## src/hdl/ucm_pkg.sv

```systemverilog
package ucm_pkg;
    localparam logic [7:0] OFS_MODE     = 8'h00;
    localparam logic [7:0] OFS_COMMAND  = 8'h04;
    localparam logic [7:0] OFS_STATUS   = 8'h08;
    localparam logic [7:0] OFS_HOLDING  = 8'h0C;
    localparam logic [7:0] OFS_AUX      = 8'h10;
    localparam logic [7:0] OFS_IN_CHG   = 8'h14;
    localparam logic [7:0] OFS_INT_STAT = 8'h18;
    localparam logic [7:0] OFS_INT_MASK = 8'h1C;
    localparam logic [7:0] OFS_CT_HIGH  = 8'h20;
    localparam logic [7:0] OFS_CT_LOW   = 8'h24;
    localparam logic [7:0] OFS_PIN_CFG  = 8'h28;
    localparam logic [7:0] OFS_OUT_SET  = 8'h2C;
    localparam logic [7:0] OFS_OUT_CLR  = 8'h30;
    localparam logic [7:0] OFS_OUT_BITS = 8'h34;

    localparam int MR1_RTS_CTRL = 7;
    localparam int MR1_IRQ_SEL  = 6;
    localparam int MR1_ERR_MODE = 5;
    localparam int MR1_PAR_LSB  = 3;
    localparam int MR1_PAR_TYPE = 2;
    localparam int MR2_STOP2    = 3;
    localparam int PIN_RX_IRQ   = 4;
    localparam int PIN_RTS      = 0;
    localparam logic [1:0] PAR_WITH  = 2'b00;
    localparam logic [1:0] PAR_FORCE = 2'b01;
    localparam logic [1:0] PAR_NONE  = 2'b10;
    localparam logic [1:0] PAR_MDROP = 2'b11;

    localparam logic [2:0] CMD_SET_PTR   = 3'h1;
    localparam logic [2:0] CMD_RST_RX    = 3'h2;
    localparam logic [2:0] CMD_RST_TX    = 3'h3;
    localparam logic [2:0] CMD_RST_ERR   = 3'h4;
    localparam logic [2:0] CMD_RST_BRKCH = 3'h5;

    localparam logic [7:0] MODE_RESET = 8'h00;
    localparam logic [7:0] REG_RESET  = 8'h00;
    localparam int         FIFO_DEPTH = 4;

    localparam int CLK_HZ     = 125_000_000;
    localparam int BAUD_RATE  = 115_200;
    localparam int BIT_CYCLES = CLK_HZ / BAUD_RATE;
    localparam logic [11:0] BIT_CNT  = 12'(BIT_CYCLES - 1);
    localparam logic [11:0] HALF_CNT = 12'(BIT_CYCLES / 2 - 1);

    typedef struct packed {
        logic       brk;
        logic       framing_fault;
        logic       parity_fault;
        logic [7:0] data;
    } ucm_rx_entry_t;

    typedef enum logic [2:0] {
        LN_IDLE  = 3'b000,
        LN_START = 3'b001,
        LN_DATA  = 3'b011,
        LN_PAR   = 3'b010,
        LN_STOP  = 3'b110,
        LN_STOP2 = 3'b111
    } ucm_line_state_t;
endpackage

```

## src/hdl/ucm_channel.sv

```systemverilog
// The APB register port and the register addresses were left to the implementer.
`timescale 1ns/1ps
`default_nettype none

module ucm_fifo #(
    parameter int W = 11,
    parameter int D = 4
) (
    input  wire logic         i_ref_clk,   // clock
    input  wire logic         i_reset,     // sync reset
    input  wire logic         i_in_valid,  // push request
    output logic              o_in_ready,  // room left
    input  wire logic [W-1:0] i_in_data,   // pushed word
    output logic              o_out_valid, // word at top
    input  wire logic         i_out_ready, // pop request
    output logic [W-1:0]      o_out_data   // top word
);
    localparam int AW = $clog2(D);
    logic [W-1:0]      mem [D];
    logic [AW-1:0]     wr_q;
    logic [AW-1:0]     rd_q;
    logic [AW:0]       cnt_q;
    logic              push;
    logic              pop;

    assign o_in_ready  = (cnt_q != (AW+1)'(D));
    assign o_out_valid = (cnt_q != '0);
    assign o_out_data  = mem[rd_q];
    assign push        = i_in_valid && o_in_ready;
    assign pop         = i_out_ready && o_out_valid;

    always_ff @(posedge i_ref_clk) begin
        if (push) begin
            mem[wr_q] <= i_in_data;
        end
    end

    always_ff @(posedge i_ref_clk) begin
        if (i_reset) begin
            wr_q  <= '0;
            rd_q  <= '0;
            cnt_q <= '0;
        end else begin
            if (push) begin
                wr_q <= (wr_q == AW'(D-1)) ? '0 : wr_q + 1'b1;
            end
            if (pop) begin
                rd_q <= (rd_q == AW'(D-1)) ? '0 : rd_q + 1'b1;
            end
            cnt_q <= cnt_q + (AW+1)'(push) - (AW+1)'(pop);
        end
    end
endmodule

module ucm_channel (
    input  wire logic        i_ref_clk,  // 125 MHz clock
    input  wire logic        i_reset,    // sync reset, active high
    input  wire logic        i_psel,     // apb select
    input  wire logic        i_penable,  // apb enable
    input  wire logic        i_pwrite,   // apb direction
    input  wire logic [7:0]  i_paddr,    // apb byte address
    input  wire logic [31:0] i_pwdata,   // apb write data
    output logic [31:0]      o_prdata,   // apb read data
    output logic             o_pready,   // apb ready
    output logic             o_pslverr,  // apb error, unmapped
    input  wire logic        i_rx_line,  // serial in
    output logic             o_tx_line,  // serial out
    input  wire logic [3:0]  i_in_port,  // watched inputs
    output logic [7:0]       o_out_pins, // output port pins, low true
    output logic             o_irq       // interrupt request
);
    import ucm_pkg::*;

    logic [7:0]      mode_one_q, mode_two_q, aux_q, mask_q, ct_hi_q, ct_lo_q;
    logic [7:0]      pin_cfg_q, out_bits_q;
    logic            ptr_two_q, rx_en_q, tx_en_q;
    logic [31:0]     prdata_q;
    logic            pslverr_q, irq_q;
    logic            setup, wr_acc, rd_acc;
    logic [7:0]      rd_mux;
    logic            mapped;
    logic [2:0]      cmd;
    logic [1:0]      par_mode;
    ucm_rx_entry_t   rx_entry, top;
    logic            fifo_push, fifo_room, fifo_valid, fifo_pop;
    ucm_line_state_t rx_st_q, tx_st_q;
    logic [11:0]     rx_cnt_q, tx_cnt_q;
    logic [2:0]      rx_idx_q, tx_idx_q;
    logic [7:0]      rx_shift_q, tx_shift_q, thr_q;
    logic            rx_par_q, thr_full_q, tx_line_q;
    logic            rts_hold_q, overrun_q, brk_seen_q, brk_delta_q;
    logic [2:0]      accum_q, err_bits;
    logic [3:0]      in_prev_q, in_delta_q;
    logic            rx_flag, tx_ready, tx_empty;
    logic [7:0]      int_stat;

    function automatic logic [2:0] last_idx(input logic [7:0] mr);
        return {1'b1, mr[1:0]};  // 5..8 data bits, index of last one
    endfunction

    function automatic logic par_bit(input logic [7:0] d, input logic [7:0] mr);
        logic [7:0] m;
        m = 8'hFF >> (3'd3 - {1'b0, mr[1:0]});
        if (mr[MR1_PAR_LSB +: 2] == PAR_WITH) begin
            return (^(d & m)) ^ mr[MR1_PAR_TYPE];
        end
        return mr[MR1_PAR_TYPE];
    endfunction

    assign cmd      = i_pwdata[6:4];
    assign par_mode = mode_one_q[MR1_PAR_LSB +: 2];
    assign setup    = i_psel && !i_penable;
    assign wr_acc   = i_psel && i_penable && i_pwrite;
    assign rd_acc   = i_psel && i_penable && !i_pwrite;
    assign o_pready = i_psel && i_penable;
    assign o_prdata = prdata_q;
    assign o_pslverr = pslverr_q;
    assign o_tx_line = tx_line_q;
    assign o_irq    = irq_q;

    // channel B and the counter live elsewhere, their status bits read zero
    assign rx_flag  = mode_one_q[MR1_IRQ_SEL] ? !fifo_room : fifo_valid;
    assign tx_ready = tx_en_q && !thr_full_q;
    assign tx_empty = tx_ready && (tx_st_q == LN_IDLE);
    assign int_stat = {|(in_delta_q & aux_q[3:0]), 3'b000, 1'b0,
                       brk_delta_q, rx_flag, tx_ready};
    assign err_bits = mode_one_q[MR1_ERR_MODE] ? accum_q :
                      (fifo_valid ? {top.brk, top.framing_fault, top.parity_fault} : 3'b000);

    always_comb begin
        mapped = 1'b1;
        rd_mux = 8'h00;
        case (i_paddr)
            OFS_MODE:     rd_mux = ptr_two_q ? mode_two_q : mode_one_q;
            OFS_STATUS:   rd_mux = {err_bits, overrun_q, tx_empty, tx_ready,
                                    !fifo_room, fifo_valid};
            OFS_HOLDING:  rd_mux = top.data;
            OFS_IN_CHG:   rd_mux = {in_delta_q, i_in_port};
            OFS_INT_STAT: rd_mux = int_stat;
            OFS_OUT_BITS: rd_mux = out_bits_q;
            OFS_COMMAND, OFS_AUX, OFS_INT_MASK, OFS_CT_HIGH, OFS_CT_LOW,
            OFS_PIN_CFG, OFS_OUT_SET, OFS_OUT_CLR: rd_mux = 8'h00;
            default:      mapped = 1'b0;
        endcase
    end

    // read data is sampled in the setup cycle so the slave answers with no wait
    always_ff @(posedge i_ref_clk) begin
        if (i_reset) begin
            prdata_q  <= 32'h0000_0000;
            pslverr_q <= 1'b0;
        end else if (setup) begin
            prdata_q  <= {24'h00_0000, rd_mux};
            pslverr_q <= !mapped;
        end
    end

    always_ff @(posedge i_ref_clk) begin
        if (i_reset) begin
            ptr_two_q <= 1'b0;
        end else if (wr_acc && i_paddr == OFS_COMMAND && cmd == CMD_SET_PTR) begin
            ptr_two_q <= 1'b0;
        end else if ((wr_acc || rd_acc) && i_paddr == OFS_MODE) begin
            ptr_two_q <= 1'b1;
        end
    end

    always_ff @(posedge i_ref_clk) begin
        if (i_reset) begin
            mode_one_q <= MODE_RESET;
            mode_two_q <= MODE_RESET;
            aux_q      <= REG_RESET;
            mask_q     <= REG_RESET;
            ct_hi_q    <= REG_RESET;
            ct_lo_q    <= REG_RESET;
            pin_cfg_q  <= REG_RESET;
            out_bits_q <= REG_RESET;
            rx_en_q    <= 1'b0;
            tx_en_q    <= 1'b0;
        end else if (wr_acc) begin
            case (i_paddr)
                OFS_MODE: begin
                    if (ptr_two_q) begin
                        mode_two_q <= i_pwdata[7:0];
                    end else begin
                        mode_one_q <= i_pwdata[7:0];
                    end
                end
                OFS_COMMAND: begin
                    if (i_pwdata[0]) rx_en_q <= 1'b1;
                    if (i_pwdata[1]) rx_en_q <= 1'b0;
                    if (i_pwdata[2]) tx_en_q <= 1'b1;
                    if (i_pwdata[3]) tx_en_q <= 1'b0;
                    if (cmd == CMD_RST_RX) rx_en_q <= 1'b0;
                    if (cmd == CMD_RST_TX) tx_en_q <= 1'b0;
                end
                OFS_AUX:      aux_q      <= i_pwdata[7:0];
                OFS_INT_MASK: mask_q     <= i_pwdata[7:0];
                OFS_CT_HIGH:  ct_hi_q    <= i_pwdata[7:0];
                OFS_CT_LOW:   ct_lo_q    <= i_pwdata[7:0];
                OFS_PIN_CFG:  pin_cfg_q  <= i_pwdata[7:0];
                OFS_OUT_SET:  out_bits_q <= out_bits_q | i_pwdata[7:0];
                OFS_OUT_CLR:  out_bits_q <= out_bits_q & ~i_pwdata[7:0];
                default: ;
            endcase
        end
    end

    // receiver: one bit counter, sampled at mid-bit
    always_ff @(posedge i_ref_clk) begin
        if (i_reset || (wr_acc && i_paddr == OFS_COMMAND && cmd == CMD_RST_RX)) begin
            rx_st_q    <= LN_IDLE;
            rx_cnt_q   <= 12'h000;
            rx_idx_q   <= 3'h0;
            rx_shift_q <= 8'h00;
            rx_par_q   <= 1'b0;
            fifo_push  <= 1'b0;
            rx_entry   <= '0;
        end else begin
            fifo_push <= 1'b0;
            rx_cnt_q  <= (rx_cnt_q == 12'h000) ? BIT_CNT : rx_cnt_q - 12'h001;
            case (rx_st_q)
                LN_IDLE: begin
                    if (rx_en_q && !i_rx_line) begin
                        rx_st_q  <= LN_START;
                        rx_cnt_q <= HALF_CNT;
                    end
                end
                LN_START: begin
                    if (rx_cnt_q == 12'h000) begin
                        rx_st_q    <= i_rx_line ? LN_IDLE : LN_DATA;
                        rx_idx_q   <= 3'h0;
                        rx_shift_q <= 8'h00;
                        rx_par_q   <= 1'b0;
                    end
                end
                LN_DATA: begin
                    if (rx_cnt_q == 12'h000) begin
                        rx_shift_q[rx_idx_q] <= i_rx_line;
                        rx_idx_q <= rx_idx_q + 3'h1;
                        if (rx_idx_q == last_idx(mode_one_q)) begin
                            rx_st_q <= (par_mode == PAR_NONE) ? LN_STOP : LN_PAR;
                        end
                    end
                end
                LN_PAR: begin
                    if (rx_cnt_q == 12'h000) begin
                        rx_par_q <= i_rx_line;
                        rx_st_q  <= LN_STOP;
                    end
                end
                default: begin
                    if (rx_cnt_q == 12'h000) begin
                        fifo_push              <= 1'b1;
                        rx_entry.data          <= rx_shift_q;
                        rx_entry.framing_fault <= !i_rx_line;
                        rx_entry.brk           <= !i_rx_line && rx_shift_q == 8'h00 && !rx_par_q;
                        // multidrop keeps the address/data flag in the parity slot
                        rx_entry.parity_fault  <= (par_mode == PAR_MDROP) ? rx_par_q :
                            (rx_par_q != par_bit(rx_shift_q, mode_one_q));
                        rx_st_q <= LN_IDLE;
                    end
                end
            endcase
        end
    end

    assign fifo_pop = rd_acc && i_paddr == OFS_HOLDING;

    ucm_fifo #(.W($bits(ucm_rx_entry_t)), .D(FIFO_DEPTH)) u_rx_fifo (
        .i_ref_clk   (i_ref_clk),
        .i_reset     (i_reset),
        .i_in_valid  (fifo_push),
        .o_in_ready  (fifo_room),
        .i_in_data   (rx_entry),
        .o_out_valid (fifo_valid),
        .i_out_ready (fifo_pop),
        .o_out_data  (top)
    );

    always_ff @(posedge i_ref_clk) begin
        if (i_reset) begin
            rts_hold_q <= 1'b0;
        end else if (mode_one_q[MR1_RTS_CTRL] && rx_st_q == LN_START
                     && rx_cnt_q == 12'h000 && !i_rx_line && !fifo_room) begin
            rts_hold_q <= 1'b1;
        end else if (fifo_room) begin
            rts_hold_q <= 1'b0;
        end
    end

    // the accumulators let a new set win over a clear in the same cycle
    always_ff @(posedge i_ref_clk) begin
        if (i_reset) begin
            accum_q     <= 3'b000;
            overrun_q   <= 1'b0;
            brk_seen_q  <= 1'b0;
            brk_delta_q <= 1'b0;
            in_prev_q   <= 4'h0;
            in_delta_q  <= 4'h0;
        end else begin
            accum_q   <= ((wr_acc && i_paddr == OFS_COMMAND && cmd == CMD_RST_ERR) ? 3'b000
                          : accum_q)
                         | (fifo_valid ? {top.brk, top.framing_fault, top.parity_fault}
                            : 3'b000);
            overrun_q <= ((wr_acc && i_paddr == OFS_COMMAND && cmd == CMD_RST_ERR) ? 1'b0
                          : overrun_q) | (fifo_push && !fifo_room);
            if (fifo_push) begin
                brk_seen_q <= rx_entry.brk;
            end
            brk_delta_q <= ((wr_acc && i_paddr == OFS_COMMAND && cmd == CMD_RST_BRKCH) ? 1'b0
                            : brk_delta_q) | (fifo_push && rx_entry.brk != brk_seen_q);
            in_prev_q  <= i_in_port;
            in_delta_q <= ((rd_acc && i_paddr == OFS_IN_CHG) ? 4'h0 : in_delta_q)
                          | (in_prev_q ^ i_in_port);
        end
    end

    // transmitter with a single holding register
    always_ff @(posedge i_ref_clk) begin
        if (i_reset || (wr_acc && i_paddr == OFS_COMMAND && cmd == CMD_RST_TX)) begin
            tx_st_q    <= LN_IDLE;
            tx_cnt_q   <= 12'h000;
            tx_idx_q   <= 3'h0;
            tx_shift_q <= 8'h00;
            thr_q      <= 8'h00;
            thr_full_q <= 1'b0;
            tx_line_q  <= 1'b1;
        end else begin
            tx_cnt_q <= (tx_cnt_q == 12'h000) ? BIT_CNT : tx_cnt_q - 12'h001;
            if (wr_acc && i_paddr == OFS_HOLDING && tx_ready) begin
                thr_q      <= i_pwdata[7:0];
                thr_full_q <= 1'b1;
            end
            case (tx_st_q)
                LN_IDLE: begin
                    tx_line_q <= 1'b1;
                    if (thr_full_q) begin
                        tx_shift_q <= thr_q;
                        thr_full_q <= 1'b0;
                        tx_line_q  <= 1'b0;
                        tx_cnt_q   <= BIT_CNT;
                        tx_idx_q   <= 3'h0;
                        tx_st_q    <= LN_DATA;
                    end
                end
                LN_DATA: begin
                    if (tx_cnt_q == 12'h000) begin
                        tx_line_q <= tx_shift_q[tx_idx_q];
                        tx_idx_q  <= tx_idx_q + 3'h1;
                        if (tx_idx_q == last_idx(mode_one_q)) begin
                            tx_st_q <= (par_mode == PAR_NONE) ? LN_STOP : LN_PAR;
                        end
                    end
                end
                LN_PAR: begin
                    if (tx_cnt_q == 12'h000) begin
                        tx_line_q <= par_bit(tx_shift_q, mode_one_q);
                        tx_st_q   <= LN_STOP;
                    end
                end
                LN_STOP: begin
                    if (tx_cnt_q == 12'h000) begin
                        tx_line_q <= 1'b1;
                        tx_st_q   <= mode_two_q[MR2_STOP2] ? LN_STOP2 : LN_START;
                    end
                end
                LN_STOP2: begin
                    if (tx_cnt_q == 12'h000) begin
                        tx_st_q <= LN_START;
                    end
                end
                default: begin
                    // LN_START here marks the last stop bit on the line
                    if (tx_cnt_q == 12'h000) begin
                        tx_st_q <= LN_IDLE;
                    end
                end
            endcase
        end
    end

    // pins are low true: a set output bit drives its pin low, except PIN_RTS under rts_hold_q and PIN_RX_IRQ under pin_cfg_q
    always_ff @(posedge i_ref_clk) begin
        if (i_reset) begin
            o_out_pins <= 8'hFF;
            irq_q      <= 1'b0;
        end else begin
            o_out_pins <= ~out_bits_q;
            o_out_pins[PIN_RTS] <= !(out_bits_q[PIN_RTS] && !rts_hold_q);
            if (pin_cfg_q[PIN_RX_IRQ]) begin
                o_out_pins[PIN_RX_IRQ] <= !rx_flag;
            end
            irq_q <= |(int_stat & mask_q);
        end
    end
endmodule

`default_nettype wire

```

## config.mk

```make
export PLATFORM = sky130hd
export DESIGN_NAME = ucm_channel
export DESIGN_NICKNAME = d
export VERILOG_FILES = /design/src/hdl/ucm_pkg.sv /design/src/hdl/ucm_channel.sv
export SDC_FILE = /design/constraint.sdc
export NUM_CORES = 1
export LEC_CHECK = 0
export BUFFER_PORTS_ARGS = -buffer_cell sky130_fd_sc_hd__clkbuf_2
export CAP_MARGIN = 20
export CORE_MARGIN = 4
export CORE_UTILIZATION = 45
export CTS_BUF_LIST = sky130_fd_sc_hd__clkbuf_4 sky130_fd_sc_hd__clkbuf_8 sky130_fd_sc_hd__clkbuf_16
export DETAILED_ROUTE_END_ITERATION = 8
export GPL_TIMING_DRIVEN = 0
export PLACE_DENSITY = 0.71
export SETUP_SLACK_MARGIN = 0.15
export SLEW_MARGIN = 20
export SYNTH_ARGS = -nofsm -noshare
export SYNTH_HDL_FRONTEND = slang
export SYNTH_SLANG_ARGS = --single-unit
export TNS_END_PERCENT = 20
```

## constraint.sdc

```tcl
create_clock -name i_ref_clk -period 5.3 [get_ports i_ref_clk]
set_clock_uncertainty 0.1 [all_clocks]
set_input_delay 0.265 -clock i_ref_clk [delete_from_list [all_inputs] [get_ports i_ref_clk]]
set_output_delay 0.265 -clock i_ref_clk [all_outputs]
set_load 0.005 [all_outputs]
```

### Word-level counts from Yosys, hierarchy flattened

Memory sizes are Yosys's and may differ from the RTL's. A register that Yosys moved wholly into a read port is not among the register bits.
Index checks and enable logic that the tools add are counted.

* flip-flop bits (word level): 159
* bits in latches: 0
* RAM bits: 44
* memory bits (read-only): 0
* input port bits: 50
* output and inout port bits: 44
* word-level logic and storage cells: 291
* memories: 1

Memory list
* u_rx_fifo.mem: depth 4, bits a word 11, rd ports 1, clocked after memory_dff 1, write ports 1, RTL line ucm_channel.sv:19 `logic [W-1:0] mem [D];`

* add/subtract/negate cells: 9
* $mul: 0
* divide/modulo/power cells: 0
* magnitude comparators: 3
* equal/unequal tests: 45
* shifts and indexed selects: 1
* mux-type cells: 90
* bitwise logic cells: 17
* reduce and logical (&&, ||, !) cells: 85

Operators by type and width (count)
* two-way mux 12 bit: 6
* two-way mux 3 bit: 21
* equality test 8 x 6 -> 1 bit, second input constant: 6
* one-hot mux 8 bit (6 select lines): 1
* two-way mux 1 bit: 42
* AND 8 bit: 4
* equality test 8 x 5 -> 1 bit, second input constant: 4
* one-hot mux 8 bit (2 select lines): 2
* logical AND 1 bit: 30
* logical NOT 12 bit: 2
* two-way mux 8 bit: 3
* subtractor 12 x 1 -> 12 bit, second input constant: 2
* inequality test 2 bit, second input constant: 11
* AND reduction 3 bit: 7
* equality test 3 x 2 -> 1 bit, second input constant: 6
* equality test 8 x 4 -> 1 bit, second input constant: 2
* logical NOT 8 bit: 2
* NOT 8 bit: 2
* parity 8 bit: 2
* one-hot mux 3 bit (5 select lines): 1
* nonzero test 2 bit: 7
* OR reduction 14 bit: 1
* equality test 3 bit, second input constant: 4
* one-hot mux 3 bit (2 select lines): 2
* 44 further kinds: 80

### Logic depth before layout (Yosys ltp)

Gate-level depths: netlist of run 1.

* depth after elaboration: 12
* mapped depth: 10
* gate-level depth less buffers: 9

### By module

From an unflattened synthesis of run 1, not the netlist that was laid out.

* cell total of the unflattened synthesis: 914
* area, all modules: 8951.1 um2

Modules (own cells, without submodules)
* ucm_channel: times used 1, cells an instance 808, area each 6885.4 um2, sequential area each 2882.8 um2
* ucm_fifo: times used 1, cells an instance 106, area each 2065.7 um2, sequential area each 1501.4 um2

### Worst setup path after synthesis of run 1

OpenSTA, ideal clock, no wires.

* path type: input -> register
* start: input port i_paddr[1]
* end: register u_rx_fifo.cnt_q[1]
* setup time: 0.127 ns
* arrival time: 2.177 ns
* required time: 5.073 ns
* path slack: 2.895 ns
* stages: 9
* buffers on the path: 1
* path through: nor2_1 and3_1 clkbuf_1 nand4_1 or2_2 nand2_1 ha_1 fa_1 nor2b_1

* word-level cells in the longest chain between the ends: 4

RTL lines
* start: declaration: RTL line ucm_channel.sv:61 `input wire logic [7:0] i_paddr,`
* equality test 8 x 4 -> 1 bit: RTL line ucm_channel.sv:268 `assign fifo_pop = rd_acc && i_paddr == OFS_HOLDING;`
* logical AND 1 bit: RTL line ucm_channel.sv:268
* logical AND 1 bit: RTL line ucm_channel.sv:30 `assign pop = i_out_ready && o_out_valid;`
* subtractor 3 x 1 -> 3 bit: RTL line ucm_channel.sv:50 `cnt_q <= cnt_q + (AW+1)'(push) - (AW+1)'(pop);`
* end signal: assignment: RTL line ucm_channel.sv:50
* end: declaration: RTL line ucm_channel.sv:22 `logic [AW:0] cnt_q;`

No other way between the ends.
A chain may end at the register's enable or synchronous reset.

### Worst setup path in the final report of run 1

* start: input port i_paddr[5]
* end: register u_rx_fifo.cnt_q[2]

The elaborated chain is that of the path after synthesis.

==> results.toml, run 1 <==
[outcome]
status = "complete, no violations"

[die]
die_h_um = 149
die_area_um2 = 22200
num_io_pins = 94
start_util = 0.459
coreArea_um2 = 19500
die_w_um = 149
rows = 51

[synthesis]
synth_top_family_by_area = "simple AND/OR/NAND/NOR gates"
synth_xor_area_frac = 0.0383
synth_mux_area_frac = 0.0711
synth_cell_types = 68
ys_ff_latch = 197
ys.warnings.count = 0
synth-edff-count = 44
yosysTopAreaCellShare = 0.343
synthesis.instances = 954
yosys_most_used_dff = "dfxtp_1"
synthTopCellsByArea = "dfxtp_1 34%, edfxtp_1 15%, a21oi_1 5.8%, nand2_1 4.9%, nor2_1 4.5%"
synth_seq_area_share = 0.491
synthArstFlopShare = 0
synth.avg_cell_area_um2 = 9.36
synth-simple-area-share = 0.192
synthAdderAreaFrac = 0.0219
synth_compound_area_frac = 0.130
syn_area_um2 = 8930
synth_top_cell_by_area = "dfxtp_1"

[placement]
port_buffers = 37
finalWeightedCongestion = 0.878
place_area_um2 = 9540
place_inst = 1279
hpwl_mm = 15.3

[clocking]
cts_root_buffer = "clkbuf_16"
path_clk_slew_ns = 0.07
post-cts-setup-buffer-count = 0
clkLatencyLatePin_ns = 0.45
clockBufferDepth = 2
clock-sinks = 197
ctsHoldBuffers = 2
cts_buffers = 17
cts_tree = "built"
ctsResizeCount = 0
htreeDepth = 4

[critical_path]
crit_path_end_kind = "flop"
cp_cell_sequence = "clkbuf_1 -> nor4_2 -> clkbuf_1 -> nand3_1 -> nand2_1 -> nand2_1 -> ha_1 -> fa_1 -> xnor2_1 -> nor2_1"
worstSetupPathType = "input port to flop"
path_max_fanout = 10
crit_arrival_ns = 2.77
crit_path_start_kind = "input port"
crit_slowest_cell = "nor4_2"
critPathRequiredTime_ns = 5.51
slowest_delay_ns = 0.75

[detailed_routing]
drt.antenna.violating_nets = 0
avgViaCountPerCell = 5.39
dr.pass1.iters = 5
via_count = 7075
drcViolationCount = 0
routedWlPerCell_um = 16.2
dr.first_iter.drc_count = 504
wl_mm = 21.3

[layout]
drive_above_1_share = 0.129
design_area_um2 = 10200
areaGrowthSynthToFinish_pct = 13.8
layout_commonest_cell = "dfxtp_1"
insertedDiodeCount = 0
fillers = 1779
fin_nets = 1100
stdcell_count = 1313
final_cell_mix = "153 x dfxtp_1, 117 x nand2_1, 106 x nor2_1"

[global_route]
antenna_found_initial = 1
grt_pass1_wl_mm = 34.1
grt_max_degree = 22
grt_usage = 0.196
grt_pass1_vias = 6565
grt-ovfl-total = 0

[sta]
report.final.slew_viol_count = 0
min_period_over_period = 0.483
slew-limit-headroom = 0.375
setup_tns_ns = 0
hold_viol_final = 0
min_period_ns = 2.56
fmax_mhz = 391
setup_viol = 0
tightest_slew_ns = 0.935
rsz0062_at_grt = "no"

[job]
max-cap-violations = 0

[min_path]
min_path_type = "input port to flop"

[pwr]
leakagePower_nw = 3.73
powerDensity_nw_per_um2 = 346
irDropWorstVdd_mv = 0.277
## per-stage QoR
stage	util	power, mW	worst slack, ns	hold slack [ns]
finish	0.522	3.51	2.74	0.0145
global route	0.522	3.68	2.55	0.0136
CTS	0.522	3.54	2.77	0.00255
detailed placement	0.490	2.25	2.38	0.317
global placement	0.490	2.23	2.31	0.320
floorplan	-	2.13	2.90	0.261
## power by group
part	internal, mW	switching, mW	leakage, nW
Clock	0.641	0.657	0.294
Sequential	1.61	0.0729	1.65
Combinational	0.230	0.309	1.78
## flip-flops by register name (all words and copies together) (netlist names), 11 cells and up, named ones only
name           cells
tx_cnt_q          12
rx_cnt_q          12
rx_entry          11
u_rx_fifo.mem     44
## layout make-up
| cell class | count | area [um^2] | area share |
|---|---|---|---|
| clock buffers | 17 | 425 | 0.0419 |
| plain buffers | 78 | 398 | 0.0392 |
| clock inverters | 15 | 174 | 0.0171 |
| repair buffers | 39 | 205 | 0.0202 |
| inverters | 24 | 90.1 | 0.00887 |
| well taps | 265 | 332 | 0.0326 |
| multi-input cells | 678 | 4150 | 0.409 |
| flip-flops and latches | 197 | 4380 | 0.432 |
## worst max-delay path: cells and delay by family
| family | cells | cell delay (ns) |
|---|---|---|
| simple gates | 5 | 1.08 |
| fa+ha+maj | 2 | 0.59 |
| buf+inv | 2 | 0.65 |
| xor+xnor | 1 | 0.17 |
## per-layer routing
layer  share of wire  wire length [um]  global-route usage  up-vias
met3           0.055              1180              0.0371       50
met4           0.026               556              0.0796        2
li1                -                 -                   -     3478
met5         0.00094                20                   0        -
met1            0.46              9700               0.269     3313
met2            0.46              9840               0.307      232
## synthesized netlist by cell type (6+ instances only)
library cell and instances:
edfxtp_1 44, nor2_1 106, nand2_1 117, a211oi_1 18
nor2b_1 13, ha_1 14, a21oi_1 104, xor2_1 15
mux4_2 13, clkbuf_1 40, nand3_1 28, mux2i_1 33
o21ai_0 29, inv_1 24, buf_2 8, a31oi_1 7
a22oi_1 9, buf_4 24, nand2b_1 13, or3_1 6
nand4_1 7, and3_1 10, nor3_1 22, xnor2_1 24
dfxtp_1 153
## worst paths after layout
path / from / endpoint / slack, ns / cells after the start
max: i_paddr[5] / u_rx_fifo.cnt_q[2] / 2.74 / 10
min: i_in_port[0] / in_prev_q[0] / 0.01 / 2
max reg2reg: rx_cnt_q[2] / rx_shift_q[7] / 2.76 / 7
min reg2reg: flop / o_out_pins[5] / 0.34 / 1
## kinds of logic (layout without fill, tap and decap cells)
family                   Yosys count  in the layout
AO/OA/AOI/OAI                    196            196
XOR/XNOR                          39             39
adder cells (fa/ha/maj)           15             15
buffers and inverters            102            173
flip-flops                       197            197
multiplexers                      47             47
other                              1             24
AND/OR/NAND/NOR                  357            357
Note: power is estimated with default switching activity, not from simulation.
==> run 2: changes to the inputs <==
- clock period: 5.3 -> 2.6 ns (I/O delays scaled with it)
==> results.toml, run 2 (synthesis results as in run 1) <==
[sta]
fin_ws_ns = 0.133
hold_viol_final = 0
slew-limit-headroom = 0.367
hold-worst-slack_ns = 0.0259
setup_tns_ns = 0
tightest_slew_ns = 0.948
setup_viol = 0
min_period_over_period = 0.949
min_period_ns = 2.47
rsz0062_at_grt = "yes"
fmax_mhz = 405
report.final.slew_viol_count = 0

[layout]
drive_above_1_share = 0.134
insertedDiodeCount = 0
areaGrowthSynthToFinish_pct = 15.3
layout_commonest_cell = "dfxtp_1"
largest_reg_flops = 44
final_cell_mix = "153 x dfxtp_1, 117 x nand2_1, 106 x nor2_1"
fin_nets = 1114
fillers = 1774
reg_top3 = "u_rx_fifo.mem x44, rx_cnt_q x12, tx_cnt_q x12"
stdcell_count = 1327
top_register = "u_rx_fifo.mem"

[die]
start_util = 0.459
die_area_um2 = 22200
rows = 51
die_h_um = 149
num_io_pins = 94
die_w_um = 149
coreArea_um2 = 19500

[clocking]
clkLatencyLatePin_ns = 0.45
cts_buffers = 17
clock-sinks = 197
path_clk_slew_ns = 0.08
cts_tree = "built"
htreeDepth = 4
cts_root_buffer = "clkbuf_16"
clockBufferDepth = 2

[critical_path]
worstSetupPathType = "flop to flop"
critPathRequiredTime_ns = 2.83
path_max_fanout = 10
crit_arrival_ns = 2.70
crit_path_start_kind = "flop"
crit_path_end_kind = "flop"
r2r_slack_ns = 0.13

[placement]
place_inst = 1279
finalWeightedCongestion = 0.878
dp_slack_ns = -0.187
port_buffers = 37
hpwl_mm = 15.3

[detailed_routing]
wl_mm = 21.8
via_count = 7185
drt.antenna.violating_nets = 0
avgViaCountPerCell = 5.41
drcViolationCount = 0
dr.first_iter.drc_count = 526
routedWlPerCell_um = 16.4
dr.pass1.iters = 5

[job]
max-cap-violations = 0

[global_route]
grt_pass1_vias = 6663
antenna_found_initial = 1
grt_max_degree = 22
grt-ovfl-total = 0
grt_pass1_wl_mm = 34.5
grt_usage = 0.198

[pwr]
netSwitchingPower_mw = 2.13
p_sw_frac = 0.295
power_frac_clock = 0.365
sequentialPowerShare = 0.473
pwr-share-comb = 0.162
leakagePower_nw = 3.80
powerDensity_nw_per_um2 = 703
irDropWorstVdd_mv = 0.566
power.internal_mw = 5.10

[min_path]
min_path_type = "input port to flop"

[outcome]
status = "complete, no violations"
-- run 2: changes by cell type in the layout (fill, tap and decap cells not counted) --
| cell | previous run | this run |
|---|---|---|
| buf_2 | 8 | 9 |
| buf_4 | 24 | 29 |
| nor3_1 | 22 | 21 |
| nor3_2 | 1 | 2 |
| dlygate4sd3_1 | 2 | 11 |
| clkbuf_1 | 40 | 39 |
-- run 2: stage by stage --
stage | util | cell area (um^2) | power, mW
2_1_floorplan | - | 9010 | 4.33
3_3_place_gp | 0.490 | 9530 | 4.55
3_5_place_dp | 0.490 | 9540 | 4.58
4_1_cts | 0.527 | 10300 | 7.24
5_1_grt | 0.529 | 10300 | 7.58
6_report | 0.529 | 10300 | 7.23
-- run 2: routing by layer --
layer / part of all wire / GRT usage / routed length (um)
met1: 0.45 / 0.270 / 9790
met2: 0.47 / 0.313 / 10100
met3: 0.057 / 0.0368 / 1250
met4: 0.027 / 0.0796 / 580
met5: 0.00092 / 0 / 20
-- run 2: what timing repair did --
item	in CTS	in global routing
resized for setup	0	4
endpoints found under the hold margin	27	0
pin swaps	1	1
setup endpoints to repair	7	30
buffers inserted	2	3
hold buffers	11	0
-- run 2: area by class of cell --
class                           instances  area [um^2]  share of cell area
Timing Repair Buffer                   53          333              0.0323
Multi-Input combinational cell        678         4160               0.404
Tap cell                              265          332              0.0322
Clock inverter                         15          174              0.0169
Sequential cell                       197         4380               0.426
Buffer                                 78          399              0.0388
Clock buffer                           17          425              0.0413
Inverter                               24         90.1             0.00875
-- run 2: power groups by stage --
stage	combinational (mW)	clock [mW]	sequential, mW
after floorplan	0.876	0	3.46
after global placement	1.06	0	3.48
after detailed placement	1.09	0	3.49
after CTS	1.14	2.69	3.42
after global routing	1.32	2.81	3.45
final	1.17	2.64	3.42
-- run 2: final timing paths --
check	start	end	depth (start not counted)
worst max register to register	rx_cnt_q[2]	rx_shift_q[3]	7
worst min-delay path	i_pwdata[1]	rx_en_q	2
worst min register to register	flop	o_out_pins[5]	1
worst max-delay path	rx_cnt_q[2]	rx_shift_q[3]	7
-- run 2: critical path, stage by stage (launching register included) --
cell and delay, ns:
dfxtp_1 0.37, or4_4 0.58, nor4_4 0.34, and2b_2 0.28
nand2_2 0.09, buf_2 0.19, o21ai_0 0.29, a21oi_1 0.12
==> run 3: changes to the inputs <==
- CORE_ASPECT_RATIO: unset -> 1.1
- CORE_MARGIN: 4 -> unset
==> results.toml, run 3 (synthesis results as in run 1) <==
[layout]
drive_above_1_share = 0.135
layout_commonest_cell = "dfxtp_1"
areaGrowthSynthToFinish_pct = 14.6
fin_nets = 1111
largest_reg_flops = 44
reg_top3 = "u_rx_fifo.mem x44, rx_cnt_q x12, tx_cnt_q x12"
stdcell_count = 1306
insertedDiodeCount = 0
top_register = "u_rx_fifo.mem"
fillers = 1696
final_cell_mix = "152 x dfxtp_1, 117 x nand2_1, 106 x nor2_1"

[sta]
tightest_slew_ns = 0.977
min_period_ns = 2.35
min_period_over_period = 0.902
rsz0062_at_grt = "yes"
setup_viol = 0
setup_tns_ns = 0
report.final.slew_viol_count = 0
fin_ws_ns = 0.255
slew-limit-headroom = 0.344
hold_viol_final = 0
fmax_mhz = 426

[pwr]
irDropWorstVdd_mv = 0.522
leakagePower_nw = 3.78
powerDensity_nw_per_um2 = 696
total_power_mw = 7.12

[global_route]
grt_max_degree = 19
antenna_found_initial = 0
grt_pass1_vias = 6540
grt_usage = 0.209
grt-ovfl-total = 0
grt_pass1_wl_mm = 32.9

[detailed_routing]
dr.first_iter.drc_count = 579
drt.antenna.violating_nets = 0
avgViaCountPerCell = 5.46
drt-met1-wl_mm = 9.06
dr.max_layer_used = "met4"
dr.pass1.iters = 5
routedWlPerCell_um = 15.8
route.met2.wl_mm = 9.79
via_count = 7133
wl_met3_mm = 1.11
drcViolationCount = 0
wl_mm = 20.6

[placement]
finalWeightedCongestion = 0.942
hpwl_mm = 14.7
dp_slack_ns = -0.183
place_inst = 1261
port_buffers = 37

[clocking]
clkLatencyLatePin_ns = 0.43
clock-sinks = 197
clockBufferDepth = 2
path_clk_slew_ns = 0.07
htreeDepth = 4
cts_tree = "built"
cts_root_buffer = "clkbuf_16"
cts_buffers = 17

[critical_path]
r2r_slack_ns = 0.25
crit_slowest_cell = "or3_1"
cp-startpoint = "u_rx_fifo.cnt_q[2]"
rr_endpoint = "u_rx_fifo.cnt_q[2]"
critPathRequiredTime_ns = 2.81
crit_path_end_kind = "flop"
crit_path_start_kind = "flop"
crit_arrival_ns = 2.55
worstSetupPathType = "flop to flop"
slowest_delay_ns = 0.49
rr_worst_depth = 8
r2r-start = "u_rx_fifo.cnt_q[2]"
cp_cell_sequence = "or3_1 -> nand4_1 -> or2_2 -> nand2_1 -> ha_1 -> fa_1 -> xnor2_1 -> nor2_1"
cp-endpoint = "u_rx_fifo.cnt_q[2]"
path_max_fanout = 5

[die]
die_w_um = 136
num_io_pins = 94
coreArea_um2 = 19300
rows = 53
die_h_um = 150
start_util = 0.463
die_area_um2 = 20400

[job]
max-cap-violations = 0

[outcome]
status = "complete, no violations"

[min_path]
min_path_type = "input port to flop"
==> run 3: cell types whose count changed in the layout (fill, tap and decap cells not counted), moves of 2 or more <==
cell      before  now
o21ai_1        0    3
clkbuf_2      41   43
o21ai_0       29   26
clkinv_4       0    4
inv_6          6    1
clkinv_2       0    2
clkinv_8       4    0
buf_4         29   27
==> run 3: layout make-up <==
class                           count  area, um^2  share of cell area
Sequential cell                   197        4390               0.429
Multi-Input combinational cell    678        4170               0.407
Clock buffer                       19         458              0.0448
Buffer                             78         400              0.0391
Tap cell                          247         309              0.0302
Timing Repair Buffer               50         308              0.0301
Clock inverter                     13         113              0.0110
Inverter                           24        90.1             0.00881
==> run 3: metal layers <==
metal | GRT usage | vias to the layer above
li1 | - | 3486
met1 | 0.267 | 3363
met2 | 0.341 | 236
met3 | 0.0403 | 48
met4 | 0.0911 | 0
met5 | 0 | -
==> run 3: worst max-delay path: cells and delay by family (launching register included) <==
kind,cells,cell delay [ns]
and+or+nand+nor,5,1.02
adders and majority gates,2,0.59
DFF,1,0.35
xor gates and xnor gates,1,0.18
==> run 3: per-stage QoR <==
stage / util / cell area [um^2] / hold slack, ns
final: 0.530 / 10200 / 0.0214
after global routing: 0.530 / 10200 / 0.00971
after CTS: 0.529 / 10200 / 0.00203
after detailed placement: 0.493 / 9520 / 0.310
after global placement: 0.493 / 9510 / 0.302
after floorplan: - / 9010 / 0.126
==> run 3: worst min-delay path by stage <==
| stage | start | end | slack (ns) | cells after the start |
|---|---|---|---|---|
| 2_1_floorplan | i_pwdata[3] | tx_en_q | 0.13 | 1 |
| 3_3_place_gp | i_in_port[0] | in_prev_q[0] | 0.30 | 2 |
| 3_5_place_dp | flop | o_out_pins[7] | 0.31 | 1 |
| 4_1_cts | i_pwdata[0] | thr_q[0] | 0.002 | 3 |
| 5_1_grt | i_pwdata[0] | flop | 0.01 | 2 |
| 6_report | i_pwdata[0] | flop | 0.02 | 2 |
==> run 3: timing repair <==
| action | 4_1_cts | 5_1_grt |
|---|---|---|
| hold endpoints to repair | 23 | 0 |
| pin swaps | 1 | 2 |
| resized for setup | 1 | 10 |
| setup buffers | 2 | 1 |
| hold buffers | 10 | 0 |
| setup endpoints to repair | 7 | 15 |
==> run 3: report_power, final <==
part	switching, mW	leakage (nW)	internal (mW)
logic	0.631	1.84	0.513
registers	0.150	1.65	3.28
clock network	1.23	0.284	1.33
total	2.01	3.78	5.11
